## src/hw/ilpc_map.vh

```
// Register offsets, field positions, reset values and timing counts.
`ifndef ILPC_MAP_VH
`define ILPC_MAP_VH
`define ILPC_CLK_MHZ 40
`define ILPC_EXT_MIN_NS 1000
`define ILPC_EXT_MIN_CYC ((`ILPC_EXT_MIN_NS * `ILPC_CLK_MHZ + 999) / 1000)
`define ILPC_ACK_ADDR 8'h00
`define ILPC_REQ_ADDR 8'h04
`define ILPC_ENA_ADDR 8'h08
`define ILPC_PRI_ADDR 8'h0C
`define ILPC_PWR_ADDR 8'h10
`define ILPC_USP_ADDR 8'h14
`define ILPC_ISP_ADDR 8'h18
`define ILPC_CFG_ADDR 8'h1C
`define ILPC_STAT_ADDR 8'h20
`define ILPC_SP_RST 16'h0000
`define ILPC_PWR_WAIT 0
`define ILPC_PWR_STOP 1
`define ILPC_PWR_PCLK 2
`define ILPC_PWR_NMISEL 3
`define ILPC_CFG_POL 0
`define ILPC_ST_STOP 0
`define ILPC_ST_WAIT 1
`define ILPC_ST_FIRST 2
`define ILPC_ST_NMIP 3
`define ILPC_NMI_VEC 8'hFF
`endif

```

## src/hw/ilpc_core.v

```verilog
// Interrupt acceptance, request flags and wait/stop power control.
// Behaviour
// Acknowledge read clears accepted request flag
// Program read at zero clears top flag
// Both stack pointers reset to zero
// No acceptance during first instruction
// Non-maskable interrupt has no enable
// Function select zero makes pin port
// Low non-maskable pin forces stop bit zero
// Wait with low pin keeps clock running
// Source or polarity change may set flag
// Control bit writes may drop arrivals
// Software clears flags by plain write
// Four no-ops follow wait instruction
// Stop write needs jump and no-ops
// Clock output pin high in stop
// Port state kept in wait, stop
// Timer wake needs pulse output off
// Control bit stops peripheral clocks in wait
// Reset held until oscillator stable
// Delay interrupt enable after control write
// External pin level at least 1000 ns
// Flag holds until accepted or cleared
`timescale 1ns/1ps
`default_nettype none
`include "ilpc_map.vh"
module ilpc_core #(
   parameter integer NSRC = 8,
   parameter integer NEXT = 2,
   parameter integer CLKDIV = 4
) (
   input wire CLK_SYS_I,
   input wire SRST_I,
   input wire [7:0] ADR_I,
   input wire [31:0] DAT_I,
   output reg [31:0] DAT_O,
   input wire WE_I,
   input wire [3:0] SEL_I,
   input wire CYC_I,
   input wire STB_I,
   output reg ACK_O,
   input wire [NSRC-1:0] SRC_EVENT_I,
   input wire [NEXT-1:0] EXT_PIN_I,
   input wire NMI_PIN_I,
   input wire INSTR_DONE_I,
   input wire WAKE_I,
   output reg IRQ_VALID_O,
   output reg [7:0] IRQ_VEC_O,
   output reg NMI_REQ_O,
   output reg PORT_NMI_IN_O,
   output reg CPU_HALT_O,
   output reg CPU_CLK_EN_O,
   output reg PERIPH_CLK_EN_O,
   output reg CLOCK_OUTPUT_PIN_O,
   output reg STOP_MODE_O
);
   localparam integer EXT_MIN_CYC = `ILPC_EXT_MIN_CYC;
   localparam [2:0] S_RUN = 3'b001;
   localparam [2:0] S_WAIT = 3'b010;
   localparam [2:0] S_STOP = 3'b100;
   reg [2:0] state_q;
   reg [NSRC-1:0] req_q;
   reg [NSRC-1:0] ena_q;
   reg [NSRC-1:0] pri_q;
   reg [NEXT-1:0] pol_q;
   reg [15:0] usp_q;
   reg [15:0] isp_q;
   reg first_q;
   reg nmi_pend_q;
   reg nmi_prev_q;
   reg nmi_sel_q;
   reg pclk_stop_q;
   reg all_clock_stop_bit_q;
   reg [7:0] div_q;
   reg clk_ph_q;
   wire [NEXT-1:0] ext_evt;
   wire [NSRC-1:0] evt;
   wire acc = CYC_I & STB_I & ~ACK_O;
   wire wr = acc & WE_I & SEL_I[0];
   wire rd = acc & ~WE_I;
   wire nmi_low = nmi_sel_q & ~NMI_PIN_I;
   wire sp_ready = (isp_q != `ILPC_SP_RST);
   genvar g;
   generate
      for (g = 0; g < NEXT; g = g + 1) begin : gen_ext
         ilpc_pin_filter #(
            .MIN_CYC(EXT_MIN_CYC)
         ) u_flt (
            .clk_i(CLK_SYS_I),
            .srst_i(SRST_I),
            .pin_i(EXT_PIN_I[g]),
            .pol_i(pol_q[g]),
            .event_o(ext_evt[g])
         );
      end
   endgenerate
   assign evt = SRC_EVENT_I | {{(NSRC-NEXT){1'b0}}, ext_evt};
   // Highest-priority pending enabled source: high level first, then low index.
   reg found;
   reg [7:0] sel_idx;
   integer i;
   always @* begin
      found = 1'b0;
      sel_idx = 8'h00;
      for (i = NSRC - 1; i >= 0; i = i - 1) begin
         if (req_q[i] && ena_q[i] && pri_q[i]) begin
            found = 1'b1;
            sel_idx = i[7:0];
         end
      end
      if (!found) begin
         for (i = NSRC - 1; i >= 0; i = i - 1) begin
            if (req_q[i] && ena_q[i]) begin
               found = 1'b1;
               sel_idx = i[7:0];
            end
         end
      end
   end
   wire take_mask = found & ~first_q & ~IRQ_VALID_O & sp_ready;
   wire take_nmi = nmi_pend_q & ~first_q & ~IRQ_VALID_O;
   wire ack_rd = rd & (ADR_I == `ILPC_ACK_ADDR);
   wire [NSRC-1:0] clr_sel = (found && (ack_rd || (take_mask && !take_nmi)))
      ? ({{(NSRC-1){1'b0}}, 1'b1} << sel_idx) : {NSRC{1'b0}};
   wire [NSRC-1:0] clr_sw = (wr && ADR_I == `ILPC_REQ_ADDR)
      ? ~DAT_I[NSRC-1:0] : {NSRC{1'b0}};
   always @(posedge CLK_SYS_I) begin
      if (SRST_I) begin
         req_q <= {NSRC{1'b0}};
         ena_q <= {NSRC{1'b0}};
         pri_q <= {NSRC{1'b0}};
         pol_q <= {NEXT{1'b0}};
         usp_q <= `ILPC_SP_RST;
         isp_q <= `ILPC_SP_RST;
         first_q <= 1'b1;
         nmi_pend_q <= 1'b0;
         nmi_prev_q <= 1'b1;
         nmi_sel_q <= 1'b0;
         pclk_stop_q <= 1'b0;
         all_clock_stop_bit_q <= 1'b0;
         state_q <= S_RUN;
         IRQ_VALID_O <= 1'b0;
         IRQ_VEC_O <= 8'h00;
         NMI_REQ_O <= 1'b0;
         ACK_O <= 1'b0;
         DAT_O <= 32'h00000000;
      end else begin
         ACK_O <= acc;
         // Event set wins over any clear in the same cycle.
         req_q <= (req_q & ~clr_sel & ~clr_sw) | evt;
         if (INSTR_DONE_I) begin
            first_q <= 1'b0;
         end
         nmi_prev_q <= NMI_PIN_I;
         if (nmi_sel_q && nmi_prev_q && !NMI_PIN_I) begin
            nmi_pend_q <= 1'b1;
         end else if (take_nmi) begin
            nmi_pend_q <= 1'b0;
         end
         IRQ_VALID_O <= 1'b0;
         NMI_REQ_O <= 1'b0;
         if (take_nmi) begin
            IRQ_VALID_O <= 1'b1;
            NMI_REQ_O <= 1'b1;
            IRQ_VEC_O <= `ILPC_NMI_VEC;
         end else if (take_mask) begin
            IRQ_VALID_O <= 1'b1;
            IRQ_VEC_O <= sel_idx;
         end
         if (wr) begin
            case (ADR_I)
               `ILPC_ENA_ADDR: ena_q <= DAT_I[NSRC-1:0];
               `ILPC_PRI_ADDR: pri_q <= DAT_I[NSRC-1:0];
               `ILPC_USP_ADDR: usp_q <= DAT_I[15:0];
               `ILPC_ISP_ADDR: isp_q <= DAT_I[15:0];
               `ILPC_CFG_ADDR: pol_q <= DAT_I[NEXT-1:0];
               `ILPC_PWR_ADDR: begin
                  pclk_stop_q <= DAT_I[`ILPC_PWR_PCLK];
                  nmi_sel_q <= DAT_I[`ILPC_PWR_NMISEL];
                  all_clock_stop_bit_q <= DAT_I[`ILPC_PWR_STOP] & ~nmi_low;
               end
               default: ;
            endcase
         end
         if (nmi_low) begin
            all_clock_stop_bit_q <= 1'b0;
         end
         case (state_q)
            S_RUN: begin
               if (wr && ADR_I == `ILPC_PWR_ADDR) begin
                  if (DAT_I[`ILPC_PWR_STOP] && !nmi_low) begin
                     state_q <= S_STOP;
                  end else if (DAT_I[`ILPC_PWR_WAIT]) begin
                     state_q <= S_WAIT;
                  end
               end
            end
            S_WAIT: begin
               if (take_mask || take_nmi || WAKE_I) begin
                  state_q <= S_RUN;
               end
            end
            S_STOP: begin
               if (take_mask || take_nmi || WAKE_I) begin
                  state_q <= S_RUN;
                  all_clock_stop_bit_q <= 1'b0;
               end
            end
            default: state_q <= S_RUN;
         endcase
         if (rd) begin
            case (ADR_I)
               `ILPC_ACK_ADDR: DAT_O <= {22'h000000, found, 1'b0, sel_idx};
               `ILPC_REQ_ADDR: DAT_O <= {{(32-NSRC){1'b0}}, req_q};
               `ILPC_ENA_ADDR: DAT_O <= {{(32-NSRC){1'b0}}, ena_q};
               `ILPC_PRI_ADDR: DAT_O <= {{(32-NSRC){1'b0}}, pri_q};
               `ILPC_USP_ADDR: DAT_O <= {16'h0000, usp_q};
               `ILPC_ISP_ADDR: DAT_O <= {16'h0000, isp_q};
               `ILPC_CFG_ADDR: DAT_O <= {{(32-NEXT){1'b0}}, pol_q};
               `ILPC_PWR_ADDR: DAT_O <= {28'h0000000, nmi_sel_q,
                  pclk_stop_q, all_clock_stop_bit_q, state_q[1]};
               `ILPC_STAT_ADDR: DAT_O <= {28'h0000000, nmi_pend_q,
                  first_q, state_q[1], state_q[2]};
               default: DAT_O <= 32'h00000000;
            endcase
         end
      end
   end
   // Clock output divider and the stop/wait controls; ports are untouched.
   always @(posedge CLK_SYS_I) begin
      if (SRST_I) begin
         div_q <= 8'h00;
         clk_ph_q <= 1'b1;
         CLOCK_OUTPUT_PIN_O <= 1'b1;
         CPU_HALT_O <= 1'b0;
         CPU_CLK_EN_O <= 1'b1;
         PERIPH_CLK_EN_O <= 1'b1;
         STOP_MODE_O <= 1'b0;
         PORT_NMI_IN_O <= 1'b1;
      end else begin
         if (div_q >= CLKDIV[7:0] - 8'h01) begin
            div_q <= 8'h00;
            clk_ph_q <= ~clk_ph_q;
         end else begin
            div_q <= div_q + 8'h01;
         end
         // A low phase is cut short when stop begins.
         CLOCK_OUTPUT_PIN_O <= state_q[2] ? 1'b1 : clk_ph_q;
         CPU_HALT_O <= ~state_q[0];
         CPU_CLK_EN_O <= ~state_q[2] & (~state_q[1] | nmi_low);
         PERIPH_CLK_EN_O <= ~state_q[2] & ~(state_q[1] & pclk_stop_q);
         STOP_MODE_O <= state_q[2];
         PORT_NMI_IN_O <= NMI_PIN_I;
      end
   end
endmodule
`default_nettype wire

```

## src/hw/ilpc_pin_filter.v

```verilog
// Edge detector for one external interrupt pin with a minimum-width filter.
`timescale 1ns/1ps
`default_nettype none
module ilpc_pin_filter #(
   parameter integer MIN_CYC = 40
) (
   input wire clk_i,
   input wire srst_i,
   input wire pin_i,
   input wire pol_i,
   output reg event_o
);
   reg stable_q;
   reg [15:0] cnt_q;
   always @(posedge clk_i) begin
      if (srst_i) begin
         stable_q <= 1'b1;
         cnt_q <= 16'h0000;
         event_o <= 1'b0;
      end else begin
         event_o <= 1'b0;
         if (pin_i == stable_q) begin
            cnt_q <= 16'h0000;
         end else if (cnt_q >= MIN_CYC[15:0] - 16'h0001) begin
            // A level counts only after it held the minimum width.
            stable_q <= pin_i;
            cnt_q <= 16'h0000;
            event_o <= (pin_i == pol_i);
         end else begin
            cnt_q <= cnt_q + 16'h0001;
         end
      end
   end
endmodule
`default_nettype wire

```

## config.mk

```make
export PLATFORM = sky130hd
export DESIGN_NAME = ilpc_core
export DESIGN_NICKNAME = d
export VERILOG_FILES = /design/src/hw/ilpc_core.v /design/src/hw/ilpc_pin_filter.v
export VERILOG_INCLUDE_DIRS = /design/src /design/src/hw
export SDC_FILE = /design/constraint.sdc
export NUM_CORES = 1
export LEC_CHECK = 0
export BUFFER_PORTS_ARGS = -buffer_cell sky130_fd_sc_hd__buf_2
export CORE_UTILIZATION = 55
export CTS_BUF_LIST = sky130_fd_sc_hd__clkbuf_2
export DETAILED_ROUTE_END_ITERATION = 6
export PLACE_DENSITY = 0.79
export SYNTH_ARGS = -nofsm -noshare
export SYNTH_HDL_FRONTEND = slang
export SYNTH_SLANG_ARGS = --single-unit
```

## constraint.sdc

```tcl
create_clock -name CLK_SYS_I -period 2.6 [get_ports CLK_SYS_I]
set_clock_uncertainty 0.2 [all_clocks]
set_input_delay 0.52 -clock CLK_SYS_I [delete_from_list [all_inputs] [get_ports CLK_SYS_I]]
set_output_delay 0.52 -clock CLK_SYS_I [all_outputs]
set_load 0.01 [all_outputs]
```

; Word-level counts from Yosys, hierarchy flattened
; Index checks and enable logic that the tools add are counted.
; W data, S select, Z words.
[totals]
register_bits = 160
latchBits = 0
ramBits = 0
mem_bits_ro = 0
inputBits = 62
elab_cells = 198
memories = 0
[classes]
n_addsub = 3
mul = 0
n_div = 0
magnitude_cmp = 3
eq_ne = 18
shift = 1
mux = 54
n_bitwise = 39
reduce_logical = 49
[op_table]
columns = op, n
row1 = $mux W8, 20
row2 = $pmux W16 S9, 1
row3 = $add A16 B1 Y16 const B, 2
row4 = $eq A8 B5 Y1 const B, 4
row5 = $ge A16 B6 Y1 const B, 2
row6 = $mux W1, 27
row7 = $not A8 Y8, 3
row8 = $logic_and A1 B1 Y1, 23
row9 = $and A1 B1 Y1, 16
row10 = $and A8 B8 Y8, 2
row11 = $eq A8 B4 Y1 const B, 2
row12 = $reduce_and A2 Y1, 8
row13 = $reduce_bool A16 Y1, 1
row14 = $mux W3, 5
row15 = $not A1 Y1, 15
row16 = $reduce_or A3 Y1, 4
row17 = $add A8 B1 Y8 const B, 1
row18 = $eq A8 B3 Y1 const B, 1
row19 = $eq A8 B6 Y1 const B, 1
row20 = $ge A8 B2 Y1 const B, 1
row21 = $logic_not A8 Y1, 1
row22 = $or A8 B2 Y8, 1
row23 = $or A8 B8 Y8, 1
row24 = $shl A1 B8 Y8 const A, 1
row25 = other kinds (14), 24

; Depth between registers and ports, before layout
[depth]
depth_word = 25
mapped_depth = 8

; Hierarchy
; Synthesis repeated with hierarchy kept, for this count alone.
[hier_totals]
cells_unflattened = 679
hier_area_um2 = 6073.3
[modules_own_cells]
columns = module, n_inst, cells_per_inst, area_per_inst_um2
row1 = ilpc_core, 1, 581, 4844.6
row2 = ilpc_pin_filter, 2, 49, 614.3

; Least setup slack after synthesis
; No wires, ideal clock.
[synth_path]
kind = input to register
start = in ADR_I[5]
end = reg req_q[0]
arrival_ns = 2.143
required_time_ns = 2.275
setup_slack_ns = 0.132
cell_stages = 7
n_path_buf = 1
path_cell_list = or4_1 > clkbuf_1 > nor4b_2 > nand2_1 > o21ai_0 > a21oi_1 > o41a_1
[synth_via]
elab_chain_len = 9
elab_cells_between_ends = 13
cone_classes = 1 x eq/ne / 2 x mux / 6 x bitwise / 4 x reduce/logical
[synth_rtl]
columns = element, line_no
row1 = "start, declared", ilpc_core.v:34  ; input wire [7:0] ADR_I,
row2 = $logic_not A8 Y1, -
row3 = $and A1 B1 Y1, ilpc_core.v:122  ; wire ack_rd = rd & (ADR_I == `ILPC_ACK_ADDR);
row4 = $logic_or A1 B1 Y1, ilpc_core.v:123  ; wire [NSRC-1:0] clr_sel = (found && (ack_rd || (take_mask && !take_nmi)))
row5 = $logic_and A1 B1 Y1, ilpc_core.v:123
row6 = $mux W8, ilpc_core.v:124  ; ? ({{(NSRC-1){1'b0}}, 1'b1} << sel_idx) : {NSRC{1'b0}};
row7 = $not A8 Y8, ilpc_core.v:150  ; req_q <= (req_q & ~clr_sel & ~clr_sw) | evt;
row8 = $and A8 B8 Y8, ilpc_core.v:150
row9 = $and A8 B8 Y8 (*), ilpc_core.v:150
row10 = $or A8 B8 Y8 (*), ilpc_core.v:150
row11 = "end signal, assigned", ilpc_core.v:129  ; req_q <= {NSRC{1'b0}};
row12 = "end signal, assigned", ilpc_core.v:150
row13 = "end, declared", ilpc_core.v:62  ; reg [NSRC-1:0] req_q;
; Mark *: on every way between the ends. The rest lies on a longest branch, timed or not.
; A chain may end at the register's enable or synchronous reset.

; Final worst setup path
[layout_path]
start = reg isp_q[8]
end = reg state_q[1]
[layout_via]
elab_chain_len = 6
[layout_rtl]
columns = element, line_no
row1 = "start, declared", ilpc_core.v:67  ; reg [15:0] isp_q;
row2 = "start signal, assigned", ilpc_core.v:134  ; isp_q <= `ILPC_SP_RST;
row3 = "start signal, assigned", ilpc_core.v:175  ; `ILPC_ISP_ADDR: isp_q <= DAT_I[15:0];
row4 = $reduce_bool A16 Y1 (no line), -
row5 = $and A1 B1 Y1, ilpc_core.v:120  ; wire take_mask = found & ~first_q & ~IRQ_VALID_O & sp_ready;
row6 = $logic_or A1 B1 Y1 (2 in series), "ilpc_core.v:199, ilpc_core.v:204"
row7 = $ne A2 B1 Y1 (no line), -
row8 = $reduce_and A3 Y1 (no line), -
row9 = "end signal, assigned", ilpc_core.v:200  ; state_q <= S_RUN;
row10 = "end signal, assigned", ilpc_core.v:205  ; state_q <= S_RUN;
row11 = "end signal, assigned", ilpc_core.v:209  ; default: state_q <= S_RUN;
row12 = "end, declared", ilpc_core.v:61  ; reg [2:0] state_q;
; No other way between the ends.

==> results.md <==
* Hold Fails Final Rpt at 0
* Hold WC Path Type: input pin to register
* Layout Nets at a little under 900
* Initial Util at a little under three fifths
* Die span in y at 106 µm
* CP max FO at 3
* Peak supply drop at between 0.0004 and 0.0005 V
* Pint at 2.71 mW
* I/O pin total at 111
* Top post-synthesis cells by area: dfxtp_1 47%, nand2_1 7.2%, mux2i_1 4.9%, nor2_1 4.6%, a21oi_1 4.1%
* Post-synthesis instance area at 5930 µm²
* Asr flop ratio synth at 0%
* Placed Area at 6630 µm²
* Critical path class: register to register
* GP Congestion at 0.927
* Via Count at around 5400
* Slowest stage cell, crit path: or4_4
* Mean Syn Cell Area at 8.90 µm²
* Largest net degree at the start of global routing at 69
* Static leakage at 2.88 nW
* Unique masters post-synth at 64
* Max-slew violations at 0
* Detailed Place HPWL at 11000 µm
* Max-Cap Viols at 0
* # diodes at 0
* Layout cell share with drive strength beyond 1 at between 15 and 20%
* Place WS at -36.6 ps
* Grt ovf at 0
* Cells after synthesis at ~670
* Sw frac at 27.0%
* Synth area leader: dfxtp_1
* Sw Pwr at roughly 1 mW
* Tcrit/Tclk final at a little over nine tenths
* Routed WL per cell at around 16 µm
* Setup violations, final at 0
* CP max stage delay at 550 ps
* Warnings from Yosys at 0
* TritonCTS clock tree: yes
* Avg Vias per Cell at 5.58
* Slew @ Worst Pin at around 650 ps
* Clock buffer depth at 2
* Worst skew pair latency at between 700 and 800 ps
* Fin util at 69.1%
* WHS at between 90 and 100 ps
* Min Tclk post-route at roughly 2600 ps
* Initial antenna violation count at 0
* Highest clock rate at about 400 MHz
* CTS buffer count at 17
* Register area share after synthesis at 47.3%
* Crit path required time at approximately 3000 ps
* Status: finished, final reports clean
* Residual antenna-violating net count after detailed routing at 0
* Post-Route WL at 15500 µm
* Die width at 106 µm
* Crit path arrival time at a little under 3000 ps
* FF+latch count, synth at 140
* Critical path endpoint category: register
* DR DRC count at 0
* Post-synth EDFFs at 0
* Worst setup SP type: register
* Max H-tree Level at 4
* Placement Rows at 37
* First-pass DRT Iterations at 6
* Core area at slightly above 10000 µm²
* Die area at about 11000 µm²
* Starting DRC count in detailed routing at a little over 400
* Post-route cell area at ~7200 µm²
* Leading cell type in the layout, fill and taps excluded: dfxtp_1
* Clock-pin slew on the worst setup and hold paths at between 150 and 200 ps
* IO Port Bufs at between 70 and 80
* Synth top area share at a little under half
* Clk sinks at 140
* Tot GR Track Use at between 20% and 30%
* Clock Power Share at between 20% and 30%
* Sequential share of power at around three fifths
* Slew Limit Headroom at 56.5%
* CTS Root Cell: clkbuf_2
* Critical path cell sequence: or4_4 > o41ai_4 > o21ai_2 > o41ai_4 > mux2i_1 > nor2_1
* Ys flop type: dfxtp_1
* Most frequent cells in the layout: 137 x dfxtp_1, 113 x nand2_1, 75 x buf_2
* Area Growth Syn to Fin at 20.9%
* Setup WS post-layout at between 40 and 50 ps
* Comb power frac at under 10%
* Most used cell, CP: o41ai_4
* RSZ-0062 raised after global routing: true
* Via count of the first global-routing pass at between 5000 and 6000
* Design Power at approximately 3.7 mW
* First-pass GRT wire length at roughly 25000 µm
* Pwr dens at between 500 and 600 nW/µm²
[Yosys cell counts, types with 3 or more instances]
cell type / instances
a211oi_1: 6
a21oi_1: 48
a221o_1: 4
a22o_1: 13
a22oi_1: 12
and2_1: 5
and3_1: 10
buf_1: 3
buf_4: 20
clkbuf_1: 26
dfxtp_1: 140
ha_1: 3
inv_1: 4
mux2_2: 6
mux2i_1: 29
nand2_1: 114
nand2b_1: 7
nand3_1: 15
nand3b_1: 3
nor2_1: 72
nor2b_1: 4
nor3_1: 12
nor4_1: 9
o211ai_1: 4
o21a_1: 4
o21ai_0: 12
o21ai_1: 10
or2_2: 4
or3_1: 3
or4_1: 8
xnor2_1: 8
xor2_1: 4
[worst paths after layout]
| check | from | to | slack (ps) | depth (start not counted) |
|---|---|---|---|---|
| hold / removal | SRST_I | gen_ext[1].u_flt.cnt_q[0]$_SDFF_PP0_ | 90 | 3 |
| setup / recovery | isp_q[8]$_SDFFE_PP0P_ | state_q[1]$_SDFFE_PP0P_ | 50 | 6 |
| setup reg to reg | isp_q[8]$_SDFFE_PP0P_ | state_q[1]$_SDFFE_PP0P_ | 50 | 6 |
| hold reg to reg | div_q[0]$_SDFF_PP0_ | div_q[0]$_SDFF_PP0_ | 250 | 1 |
[stage by stage]
step / setup TNS [ps] / instances
after floorplan: 0 / 707
after global placement: 0 / 898
after detailed placement: -65.7 / 898
after CTS: 0 / 962
after global routing: -39.2 / 964
final: 0 / 964
[critical path, delay by kind of cell (launching register included)]
| kind | cells | cell delay (ps) |
|---|---|---|
| AO/OA/AOI/OAI | 3 | 1050 |
| AND/OR/NAND/NOR | 2 | 610 |
| flip-flops | 1 | 370 |
| multiplexers | 1 | 220 |
[metal layers]
| layer | global-route usage, % | vias up | share of wire, % |
|---|---|---|---|
| li1 | - | 2603 | - |
| met1 | 35.8 | 2516 | 42 |
| met2 | 47.8 | 226 | 48 |
| met3 | 7.36 | 37 | 7.6 |
| met4 | 13.0 | 0 | 2.5 |
| met5 | 1.43 | - | 0 |
[registers in the layout (all words and copies together), names as in the netlist, 2 cells and up]
| name | count |
|---|---|
| gen_ext.u_flt.cnt_q | 32 |
| DAT_O | 16 |
| isp_q | 16 |
| usp_q | 16 |
| div_q | 8 |
| ena_q | 8 |
| pri_q | 8 |
| req_q | 8 |
| IRQ_VEC_O | 4 |
| state_q | 3 |
| gen_ext.u_flt.event_o | 2 |
| gen_ext.u_flt.stable_q | 2 |
| pol_q | 2 |
[repair_timing]
item,CTS,global route
hold buffers,32,0
setup buffers,0,2
endpoints found under the hold margin,73,0
gates resized for setup,0,6
setup endpoints to repair,0,1
[power groups by stage]
stage	clock [mW]	combinational (mW)	sequential (mW)
global route	1.23	0.378	2.27
detailed placement	0	0.290	2.30
CTS	1.13	0.327	2.26
global placement	0	0.283	2.30
floorplan	0	0.178	2.30
finish	1.10	0.350	2.26
[logic make-up (layout without fill, tap and decap cells)]
group | count (synthesis) | in the layout | share of synthesized area (%)
fa+ha+maj | 3 | 3 | 0.633
simple gates | 278 | 278 | 22.1
other cells | 1 | 42 | 0.0633
xor+xnor | 12 | 12 | 1.77
mux | 36 | 36 | 6.42
compound gates | 142 | 142 | 17.0
buf+inv | 54 | 175 | 4.71
flops | 140 | 140 | 47.3
[final cells by class]
type                       instances  area [µm²]
sequential                       140        2810
timing repair buffer             139         973
inverter                           4        15.0
fill                             856        3210
multi-input combinational        513        3010
clock buffer                      18        90.1
clock inverter                    14         104
tap                              136         170
No activity file was read; power rests on OpenSTA's default activity.
